### src/asc_pkg.sv
package asc_pkg;

    // ==========================================================
    // register map: word indices; byte address is four times the index,
    // and only the low ten index bits are decoded
    // ==========================================================
    localparam logic [15:0] CTRL_INDEX        = 16'h1030;
    localparam logic [15:0] SLOT_ONE_INDEX    = 16'h1031;
    localparam logic [15:0] SLOT_TWO_INDEX    = 16'h1032;
    localparam logic [15:0] SLOT_THREE_INDEX  = 16'h1033;
    localparam logic [15:0] SLOT_FOUR_INDEX   = 16'h1034;
    localparam logic [15:0] IRQ_STATUS_INDEX  = 16'h1035;
    localparam logic [15:0] IRQ_ENABLE_INDEX  = 16'h1036;
    localparam logic [15:0] IRQ_CLEAR_INDEX   = 16'h1037;

    // ==========================================================
    // control/status fields
    // ==========================================================
    localparam int DONE_POS   = 7;
    localparam int ZERO_POS   = 6;
    localparam int REPEAT_POS = 5;
    localparam int GROUP_POS  = 4;
    localparam logic [7:0] CTRL_WR_MASK  = 8'h3f;
    localparam logic [7:0] CTRL_RESET    = 8'h00;
    localparam logic [7:0] RESULT_RESET  = 8'h00;

    // interrupt bits: sequence done, result slot written
    localparam int IRQ_DONE_POS = 0;
    localparam int IRQ_SLOT_POS = 1;
    localparam int IRQ_BITS     = 2;

    // ==========================================================
    // timing
    // ==========================================================
    localparam int CLK_MHZ         = 40;
    localparam int E_CLK_MHZ       = 2;
    localparam int GROUP_PERIOD_US = 64;
    // one group of four every 64 us at 2 MHz: 32 e-clocks per conversion
    localparam int E_PER_CONV      = GROUP_PERIOD_US * E_CLK_MHZ / 4;
    localparam int CLK_PER_E       = CLK_MHZ / E_CLK_MHZ;
    localparam int CONV_CYCLES     = E_PER_CONV * CLK_PER_E;

    // channel codes
    localparam logic [3:0] CODE_HIGH_REF = 4'h0c;
    localparam logic [3:0] CODE_LOW_REF  = 4'h0d;
    localparam logic [3:0] CODE_HALF_REF = 4'h0e;
    localparam logic [3:0] CODE_TEST     = 4'h0f;

    typedef enum logic [1:0]
    {
        ST_IDLE  = 2'b00,
        ST_DELAY = 2'b01,
        ST_CONV  = 2'b10
    } asc_state_t;

    // request to the analog core
    typedef struct packed
    {
        logic       start;
        logic [3:0] channel;
    } asc_conv_req_t;

endpackage : asc_pkg

### src/asc_top.sv
`timescale 1ns/1ps
//
// Function
// done flag sets only after all four slots hold results; not writable
// any control write clears done flag and restarts the sequence; the code does so only when pstrb[0] is set
// in repeat mode done flag rises after first full sequence
// control bit 6 always reads zero
// without repeat: four conversions once, then halt until next write
// with repeat: endless round-robin, each slot updated as result arrives
// single mode converts channel in bits 3..0 four times
// group mode converts four channels once each, one slot each
// group mode ignores low two select bits, high two pick group
// codes 0..7 are external inputs; slot follows low two code bits
// 10xx reserved; 1100 high ref, 1101 low ref, 1110 half, 1111 test
// result slots are 8-bit, read only, writes ignored
// software trusts results only once done flag reads set
// repeating group resamples each channel every 64 us at 2 MHz
// sequence starts one e-clock after the triggering write
// repeating single mode: fifth result to slot one, cyclically
// control bit 7 read-only done flag, bit 6 zero, rest read/write
//
module asc_top
#(
    parameter int CONV_LEN  = asc_pkg::CONV_CYCLES,
    parameter int E_LEN     = asc_pkg::CLK_PER_E
)
(
    input  wire logic                  clk,
    input  wire logic                  reset,
    input  wire logic                  psel,
    input  wire logic                  penable,
    input  wire logic                  pwrite,
    input  wire logic [11:0]           paddr,
    input  wire logic [31:0]           pwdata,
    input  wire logic [3:0]            pstrb,
    output logic      [31:0]           prdata,
    output logic                       pready,
    output logic                       pslverr,
    output asc_pkg::asc_conv_req_t     conv_req,
    input  wire logic                  conv_done,
    input  wire logic [7:0]            conv_result,
    output logic                       irq
);
    import asc_pkg::*;

    // ==========================================================
    // elaboration checks
    // ==========================================================
    // the pacing counter is 16 bits wide, so longer spans cannot be counted
    if (CONV_LEN < 2 || CONV_LEN > 65535 || E_LEN < 1 || E_LEN > 65535)
    begin : g_bad_timing
        $error("asc_top: timing parameter out of range");
    end

    // ==========================================================
    // bus decode
    // ==========================================================
    function automatic logic [11:0] word_addr(input logic [15:0] index);
        word_addr = {index[9:0], 2'b00};
    endfunction : word_addr

    logic        access;
    logic        wr_en;
    logic        rd_en;
    logic        ctrl_wr;
    logic        mapped;
    assign access  = psel && penable && !pready;
    assign wr_en   = access && pwrite;
    assign rd_en   = access && !pwrite;
    assign ctrl_wr = wr_en && paddr == word_addr(CTRL_INDEX) && pstrb[0];

    // address is mapped when it hits any of the eight words
    always_comb
    begin
        mapped = 1'b0;
        for (int i = 0; i < 8; i++)
        begin
            if (paddr == word_addr(CTRL_INDEX + 16'(i)))
            begin
                mapped = 1'b1;
            end
        end
    end

    // ==========================================================
    // registers
    // ==========================================================
    logic [5:0]          ctrl_reg;
    logic                done_reg;
    logic [7:0]          slot_reg [4];
    logic [IRQ_BITS-1:0] irq_stat_reg;
    logic [IRQ_BITS-1:0] irq_en_reg;
    asc_state_t          state_reg;
    logic [15:0]         cnt_reg;
    logic [1:0]          idx_reg;
    logic [2:0]          filled_reg;
    logic                busy_reg;

    // writable control bits; bit 7 and bit 6 are not stored here
    always_ff @(posedge clk or posedge reset)
    begin
        if (reset)
            ctrl_reg <= CTRL_RESET[5:0];
        else if (ctrl_wr)
            ctrl_reg <= pwdata[5:0] & CTRL_WR_MASK[5:0];
    end

    logic       repeat_mode;
    logic       group_mode;
    logic [3:0] sel_code;
    assign repeat_mode = ctrl_reg[REPEAT_POS];
    assign group_mode  = ctrl_reg[GROUP_POS];
    assign sel_code    = ctrl_reg[3:0];

    // channel for the current slot: group takes high bits plus slot index
    function automatic logic [3:0] pick_channel(input logic grp,
                                                input logic [3:0] code,
                                                input logic [1:0] idx);
        if (grp)
            pick_channel = {code[3:2], idx};
        else
            pick_channel = code;
    endfunction : pick_channel

    // ==========================================================
    // sequencer
    // ==========================================================
    logic result_in;
    logic last_slot;
    logic start_now;
    // an answer counts only for a request the core has already taken, so a
    // late answer from an abandoned conversion cannot fill a fresh slot
    assign result_in = state_reg == ST_CONV && busy_reg && !conv_req.start && conv_done;
    assign last_slot = idx_reg == 2'd3;
    // next request once the last one is answered and its paced slot is over
    assign start_now = state_reg == ST_CONV && !busy_reg && cnt_reg == 16'(CONV_LEN - 1)
                     && !ctrl_wr;

    // state: delay one e-clock after write, then convert slot by slot
    always_ff @(posedge clk or posedge reset)
    begin
        if (reset)
            state_reg <= ST_IDLE;
        else if (ctrl_wr)
            state_reg <= ST_DELAY;
        else
        begin
            case (state_reg)
                ST_IDLE:  state_reg <= ST_IDLE;
                ST_DELAY:
                    if (cnt_reg == 16'(E_LEN - 1))
                        state_reg <= ST_CONV;
                ST_CONV:
                    if (result_in && last_slot && !repeat_mode)
                        state_reg <= ST_IDLE;
                default:  state_reg <= ST_IDLE;
            endcase
        end
    end

    // shared counter: delay, then request spacing of CONV_LEN clocks;
    // a slow core stretches the spacing, it never shortens it
    always_ff @(posedge clk or posedge reset)
    begin
        if (reset)
            cnt_reg <= 16'h0000;
        else if (ctrl_wr || start_now)
            cnt_reg <= 16'h0000;
        else if (state_reg == ST_DELAY && cnt_reg == 16'(E_LEN - 1))
            cnt_reg <= 16'(CONV_LEN - 1); // first request goes out at once
        else if (state_reg == ST_DELAY
                 || (state_reg == ST_CONV && cnt_reg != 16'(CONV_LEN - 1)))
            cnt_reg <= cnt_reg + 16'h0001;
    end

    // one request outstanding at a time; a control write drops it
    always_ff @(posedge clk or posedge reset)
    begin
        if (reset)
            busy_reg <= 1'b0;
        else if (ctrl_wr || result_in)
            busy_reg <= 1'b0;
        else if (start_now)
            busy_reg <= 1'b1;
    end

    // slot index wraps round-robin
    always_ff @(posedge clk or posedge reset)
    begin
        if (reset)
            idx_reg <= 2'd0;
        else if (ctrl_wr)
            idx_reg <= 2'd0;
        else if (result_in)
            idx_reg <= idx_reg + 2'd1;
    end

    // count of slots filled since the last write
    always_ff @(posedge clk or posedge reset)
    begin
        if (reset)
            filled_reg <= 3'd0;
        else if (ctrl_wr)
            filled_reg <= 3'd0;
        else if (result_in && filled_reg != 3'd4)
            filled_reg <= filled_reg + 3'd1;
    end

    // done flag: write clears, fourth valid result sets
    always_ff @(posedge clk or posedge reset)
    begin
        if (reset)
            done_reg <= 1'b0;
        else if (ctrl_wr)
            done_reg <= 1'b0;
        else if (result_in && filled_reg == 3'd3)
            done_reg <= 1'b1;
    end

    // result slots; no bus path writes them
    always_ff @(posedge clk or posedge reset)
    begin
        if (reset)
        begin
            for (int i = 0; i < 4; i++)
                slot_reg[i] <= RESULT_RESET;
        end
        else if (result_in && !ctrl_wr)
            slot_reg[idx_reg] <= conv_result;
    end

    // request to analog core; reference codes pass straight through
    always_ff @(posedge clk or posedge reset)
    begin
        if (reset)
            conv_req <= '0;
        else
        begin
            conv_req.start   <= start_now;
            conv_req.channel <= pick_channel(group_mode, sel_code, idx_reg);
        end
    end

    // ==========================================================
    // interrupts
    // ==========================================================
    logic [IRQ_BITS-1:0] irq_set;
    logic [IRQ_BITS-1:0] irq_clr;
    assign irq_set[IRQ_DONE_POS] = result_in && filled_reg == 3'd3 && !ctrl_wr;
    assign irq_set[IRQ_SLOT_POS] = result_in && !ctrl_wr;
    assign irq_clr = (wr_en && paddr == word_addr(IRQ_CLEAR_INDEX))
                   ? pwdata[IRQ_BITS-1:0] : '0;

    // sticky status; set wins over clear
    always_ff @(posedge clk or posedge reset)
    begin
        if (reset)
            irq_stat_reg <= '0;
        else
            irq_stat_reg <= (irq_stat_reg & ~irq_clr) | irq_set;
    end

    always_ff @(posedge clk or posedge reset)
    begin
        if (reset)
            irq_en_reg <= '0;
        else if (wr_en && paddr == word_addr(IRQ_ENABLE_INDEX))
            irq_en_reg <= pwdata[IRQ_BITS-1:0];
    end

    // next-state view so irq leaves a flop yet tracks status
    always_ff @(posedge clk or posedge reset)
    begin
        if (reset)
            irq <= 1'b0;
        else
            irq <= |(((irq_stat_reg & ~irq_clr) | irq_set) & irq_en_reg);
    end

    // ==========================================================
    // bus response: one wait state, then pready
    // ==========================================================
    logic [31:0] rd_mux;
    always_comb
    begin
        rd_mux = 32'h0000_0000;
        case (paddr)
            word_addr(CTRL_INDEX):
                rd_mux = {24'h00_0000, done_reg, 1'b0, ctrl_reg};
            word_addr(SLOT_ONE_INDEX):   rd_mux = {24'h00_0000, slot_reg[0]};
            word_addr(SLOT_TWO_INDEX):   rd_mux = {24'h00_0000, slot_reg[1]};
            word_addr(SLOT_THREE_INDEX): rd_mux = {24'h00_0000, slot_reg[2]};
            word_addr(SLOT_FOUR_INDEX):  rd_mux = {24'h00_0000, slot_reg[3]};
            word_addr(IRQ_STATUS_INDEX): rd_mux = {30'h0000_0000, irq_stat_reg};
            word_addr(IRQ_ENABLE_INDEX): rd_mux = {30'h0000_0000, irq_en_reg};
            default:                     rd_mux = 32'h0000_0000;
        endcase
    end

    always_ff @(posedge clk or posedge reset)
    begin
        if (reset)
        begin
            pready  <= 1'b0;
            pslverr <= 1'b0;
            prdata  <= 32'h0000_0000;
        end
        else
        begin
            pready  <= access;
            pslverr <= access && !mapped;
            prdata  <= rd_en ? rd_mux : 32'h0000_0000;
        end
    end

endmodule : asc_top

### config.mk
export PLATFORM = sky130hd
export DESIGN_NAME = asc_top
export DESIGN_NICKNAME = d
export VERILOG_FILES = /design/src/asc_pkg.sv /design/src/asc_top.sv
export SDC_FILE = /design/constraint.sdc
export NUM_CORES = 1
export LEC_CHECK = 0
export BUFFER_PORTS_ARGS = -buffer_cell sky130_fd_sc_hd__buf_2
export CORE_ASPECT_RATIO = 2
export CORE_UTILIZATION = 50
export DETAILED_ROUTE_END_ITERATION = 16
export PLACE_DENSITY = 0.83
export SLEW_MARGIN = 0
export SYNTH_ARGS = -nofsm -noshare
export SYNTH_HDL_FRONTEND = slang
export SYNTH_SLANG_ARGS = --single-unit
### constraint.sdc
create_clock -name clk -period 4.1 [get_ports clk]
set_clock_uncertainty 0.05 [all_clocks]
set_input_delay 0.41 -clock clk [delete_from_list [all_inputs] [get_ports clk]]
set_output_delay 0.41 -clock clk [all_outputs]
set_load 0.1 [all_outputs]
==> results of run 1 <==
## worst register-to-register path, cell delays in order, from the launching register on
cell     delay, ps
dfrtp_1        430
ha_1           280
and4_1         300
and4_1         420
a21oi_1        140
nor3_2         620
a221o_1        280
## path summary, 6_finish.rpt
kind	slack (ps)	cells past startpoint	endpoint
setup / recovery	1510	6	cnt_reg[6]
hold / removal	190	2	pslverr
setup reg to reg	1510	6	cnt_reg[6]
hold reg to reg	370	0	conv_req[3]
max in group asynchronous	2890	3	slot_reg[31]
min in group clk	220	3	ctrl_reg[3]
## per-layer routing
metal | GRT usage [%] | wire length, um
met5 | 0 | 0
met1 | 22.17 | 3432
met3 | 5.651 | 309
met2 | 42.90 | 5509
met4 | 12.38 | 340
## where the power goes
part	internal, mW	switching (mW)
Combinational	0.0214	0.141
Sequential	0.823	0.00523
Clock	0.596	0.320
Total	1.44	0.467
## placed cells by master (no fill, tap or decap), types with 6 or more instances in the layout
cell / Yosys / routed
dfrtp_1: 83 / 83
nor4_1: 6 / 6
and3_1: 6 / 6
nand2_1: 41 / 41
buf_2: 1 / 48
ha_1: 8 / 8
mux2_2: 40 / 40
a21oi_1: 10 / 10
nand4_1: 6 / 6
a221o_1: 9 / 9
o21ai_0: 12 / 12
inv_1: 8 / 7
and4_1: 6 / 6
nand3_1: 9 / 9
conb_1: 1 / 24
clkbuf_16: 0 / 9
a22oi_1: 12 / 12
nor3_1: 10 / 10
nor2_1: 17 / 17
## area by class of cell
cell class / instances / area, um^2 / share of cell area [%]
Sequential cell: 83 / 2077 / 42.91
Multi-Input combinational cell: 288 / 2019 / 41.72
Timing Repair Buffer: 49 / 247.7 / 5.118
Clock buffer: 10 / 229.0 / 4.730
Tap cell: 98 / 122.6 / 2.533
Clock inverter: 6 / 113.9 / 2.352
Inverter: 8 / 31.28 / 0.6462
## logic make-up (layout without fill, tap and decap cells)
kind of cell    Yosys count  after routing
compound gates           66             66
xor+xnor                  3              3
fa+ha+maj                 8              8
buf+inv                  50             73
flops                    83             83
mux                      42             42
other cells               1             24
simple gates            145            145
==> impl_metrics.tcl, run 1 <==
set metrics [dict create \
    syn_area_per_cell_um2 10.88 \
    post-route-period-util_pct 63.09 \
    fin_setup_tns_ps 0 \
    largest_reg_flops 32 \
    rsz0062_at_grt "false" \
    crit_required_ps 4320 \
    power_density_nw_per_um2 393.9 \
    critical_path_buf_inv_count 0 \
    routedWlPerCell_um 17.70 \
    synthCells 398 \
    worstHoldPathType "primary input to asynchronous set/reset pin" \
    outcome "finished, final reports clean" \
    setup_viol 0 \
    synth_edf_count 0 \
    hold_viol 0 \
    yosysTopAreaCell "dfrtp_1" \
    cap_violations 0 \
    p_total_mw 1.907 \
    synth_top_family_by_area "simple AND/OR/NAND/NOR gates" \
    fin_area_um2 4841 \
    antenna_found_initial 0 \
    cts.clk_slew.worst_paths_ps 60 \
    root_buffer "clkbuf_16" \
    grt-ovfl-total 0 \
    endpoint_kind "flip-flop" \
    crit_fanout 12 \
    synth-seq-cells 83 \
    clock_sinks 83 \
    grt_pass1_wl_um 15550 \
    wirelength_um 9592 \
    synth_compound_area_share_pct 11.55 \
    die_h_um 133.6 \
    port_buffers 48 \
    tightest_slew_ps 1073 \
    dp_slack_ps 1383 \
    rows 47 \
    grt_max_degree 55 \
    gp_congestion 0.8541 \
    n_fill_cell 709 \
    yosysWarnings 0 \
    ys_seq_area_share_pct 47.95 \
    muxShareOfSynthArea_pct 10.86 \
    cts-resized-gates 0 \
    ir_drop_mv 0.3728 \
    cts.path.max_buffers 2 \
    hold_buffers 0 \
    final_core_util_pct 57.97 \
    fin_hold_ws_ps 194.5 \
    die_w_um 67.82 \
    ios 102 \
    syn_to_final_growth_pct 11.76 \
    cp_top_family "simple AND/OR/NAND/NOR gates" \
    via_per_inst 5.937 \
    num_antenna_cells 0 \
    async_flop_share_pct 100.0 \
    clock.fmax_ghz 0.3866 \
    synth.distinct_cells 52 \
    yosys-top-cells-area "dfrtp_1 (48%), mux2_2 (10%), buf_4 (4.7%), nand2_1 (3.6%), ha_1 (2.3%)" \
    first_global_vias 3306 \
    path_cells "ha_1, and4_1, and4_1, a21oi_1, nor3_2, a221o_1" \
    syn_area_um2 4332 \
    drive_above_1_share_pct 27.03 \
    netlist.area_leader.share_pct 47.95 \
    synth-simple-area-share_pct 19.21 \
    core_um2 8351 \
    r2r_start "cnt_reg[0]" \
    fp.dieArea_um2 9062 \
    synth.most_common_cell "dfrtp_1" \
    cts_tree "built" \
    grtUsageTotal_pct 23.27 \
    htreeDepth 3 \
    synthAdderAreaFrac_pct 2.311 \
    detail_route.first_pass.iterations 14 \
    clkLatencyLatePin_ps 340 \
    startpoint_type "flip-flop" \
    start_util_pct 51.87 \
    timing.final.ws_setup_ps 1513 \
    synth_xor_area_share_pct 0.6066 \
    fin_cells 542 \
    crit_start "cnt_reg[0]" \
    min_period_ps 2587 \
    relSlewSlack_pct 27.48 \
    final_nets 509 \
    dp_hpwl_um 7015 \
    first_iter_violations 214 \
    postRouteAntennaNets 0 \
    critPathKind "flip-flop to flip-flop" \
    slew_viol_final 0 \
    num_vias 3218 \
    numCtsBuffers 9 \
    ys.flop_type "dfrtp_1" \
    crit_slowest_cell "nor3_2" \
    dpl.cell_count 526 \
    crit_top_cell "and4_1" \
    synth_common_cells "dfrtp_1 (83), nand2_1 (41), mux2_2 (40), buf_4 (27), nor2_1 (17)" \
    arrival_ps 2810 \
    drc 0 \
    cts_setup_buffers 0 \
    place_area_um2 4498 \
    leakage_nw 2.330 \
    slowest_delay_ps 620 \
]
Note: power is estimated with default switching activity, not from simulation.
==> inputs of run 2 (changes only) <==
clock period = 2.63 ns   (was 4.1 ns; I/O delays follow)
==> run 2 against run 1 <==
- cell count up 1.7%
- cell area up 0.59%
- power up 45%
- combinational power up 58%
- global-route usage up 0.64 points
- clock power up 33%
- core utilization up 0.34 points
- maximum frequency up 6.4%
- critical path type unchanged
==> impl_metrics.tcl, run 2 (same netlist as run 1, synthesis figures left out) <==
set metrics [dict create \
    multi_input_area_um2 2019 \
    crit_required_ps 2800 \
    critPathKind "flip-flop to flip-flop" \
    rows 47 \
    via_per_inst 5.946 \
    grt_util_met3_pct 3.938 \
    grt-ovfl-total 0 \
    p_total_mw 2.774 \
    startpoint_type "flip-flop" \
    tightest_slew_ps 684.6 \
    first_global_vias 3384 \
    post-route-period-util_pct 92.48 \
    num_vias 3276 \
    p_sw_mw 0.6937 \
    crit_fanout 6 \
    numCtsBuffers 9 \
    final_cell_mix "dfrtp_1 (83), buf_2 (48), nand2_1 (41)" \
    start_util_pct 51.87 \
    power_density_nw_per_um2 569.7 \
    final_common_cell "dfrtp_1" \
    fin_setup_tns_ps 0 \
    drc 0 \
    crit_slowest_cell "nor4_1" \
    power.internal_mw 2.081 \
    p_sw_share_pct 25.00 \
    relSlewSlack_pct 54.31 \
    gp_congestion 0.8988 \
    grt_use_met2_pct 43.78 \
    grt_pass1_wl_um 16070 \
    final_nets 518 \
    fp.dieArea_um2 9062 \
    root_buffer "clkbuf_16" \
    p_comb_share_pct 9.3 \
    ir_drop_mv 0.3913 \
    top_usage_layer "met2" \
    p_clk_share_pct 44.1 \
    detail_route.first_pass.iterations 5 \
    grt_max_degree 48 \
    ios 102 \
    arrival_ps 2600 \
    slew_viol_final 0 \
    cts.path.max_buffers 2 \
    dp_hpwl_um 7493 \
    endpoint_kind "flip-flop" \
    postRouteAntennaNets 0 \
    first_iter_violations 261 \
    final_core_util_pct 58.32 \
    path_cells "nor4_1, and4_1, buf_4, o21a_1, nor2_1, a221o_1" \
    core_um2 8351 \
    worstHoldPathType "primary input to flip-flop" \
    cts-resized-gates 0 \
    hold_viol 0 \
    dp_slack_ps 298.6 \
    use_met1_pct 23.98 \
    largest_reg_flops 32 \
    antenna_found_initial 0 \
    die_h_um 133.6 \
    drive_above_1_share_pct 27.59 \
    htreeDepth 3 \
    syn_to_final_growth_pct 12.42 \
    port_buffers 48 \
    cts_tree "built" \
    cts.clk_slew.worst_paths_ps 60 \
    wirelength_um 9975 \
    routedWlPerCell_um 18.10 \
    outcome "finished, final reports clean" \
    setup_viol 0 \
    slowest_delay_ps 610 \
    clock_sinks 83 \
    leakage_nw 2.360 \
    clock.fmax_ghz 0.4111 \
    cap_violations 0 \
    seq_power_share_pct 46.6 \
    die_w_um 67.82 \
    num_antenna_cells 0 \
    min_period_ps 2432 \
    n_fill_cell 722 \
    timing.final.ws_setup_ps 197.8 \
    regArea_um2 2077 \
    grtUsageTotal_pct 23.92 \
    clkLatencyLatePin_ps 330 \
    rsz0062_at_grt "false" \
]
==> run 2: changes by cell type in the layout (fill, tap and decap cells not counted) <==
cell	previous run	this run
clkinvlp_4	2	0
buf_12	0	1
clkbuf_1	1	4
clkinv_2	1	2
buf_4	1	8
clkbuf_8	0	1
dlygate4sd3_1	0	1
clkinv_4	1	0
bufinv_16	3	1
==> run 2: final timing paths <==
kind                                to   startpoint  slack, ps  cells after the start
min                        ctrl_reg[2]    pwdata[2]         70                      3
max reg2reg                 cnt_reg[2]  cnt_reg[12]        200                      6
min reg2reg                conv_req[2]  ctrl_reg[2]        380                      0
min in group asynchronous       pready        reset        510                      3
max                         cnt_reg[2]  cnt_reg[12]        200                      6
max in group asynchronous  slot_reg[4]        reset       1340                      4
==> run 2: routing by layer <==
| layer | wire, um | up-vias |
|---|---|---|
| li1 | - | 1499 |
| met1 | 3370 | 1618 |
| met2 | 5828 | 127 |
| met3 | 416 | 32 |
| met4 | 359 | 0 |
| met5 | 0 | - |
==> run 2: critical path, delay by kind of cell, from the launching register on <==
kind	cells	cell delay [ps]
AND/OR/NAND/NOR	3	1130
AO/OA/AOI/OAI	2	510
flip-flops	1	440
buffers and inverters	1	170
==> run 2: layout make-up <==
class | instances | area share, %
sequential | 83 | 42.65
inverter | 8 | 0.6423
tap | 98 | 2.518
timing repair buffer | 58 | 6.783
clock inverter | 2 | 0.7194
clock buffer | 14 | 5.216
multi-input combinational | 288 | 41.47
==> run 2: power groups by stage <==
stage / clock network (mW) / logic (mW) / registers, mW
3_5_place_dp: 0 / 0.258 / 1.31
5_1_grt: 1.29 / 0.272 / 1.29
4_1_cts: 1.24 / 0.259 / 1.29
6_report: 1.22 / 0.258 / 1.29
2_1_floorplan: 0 / 0.223 / 1.32
3_3_place_gp: 0 / 0.254 / 1.31
==> run 2: repair_timing <==
item / in CTS / in global routing
buffers inserted: 0 / 0
endpoints found under the hold margin: 36 / 0
endpoints found under the setup margin: 0 / 0
hold buffers: 1 / 0
==> run 2: stage by stage <==
| step | hold slack, ps | instance area [um^2] | std cells |
|---|---|---|---|
| after floorplan | 324.0 | 4418 | 421 |
| after global placement | 327.6 | 4571 | 534 |
| after detailed placement | 339.7 | 4571 | 534 |
| after CTS | 72.02 | 4870 | 551 |
| after global routing | 76.86 | 4870 | 551 |
| final | 72.46 | 4870 | 551 |
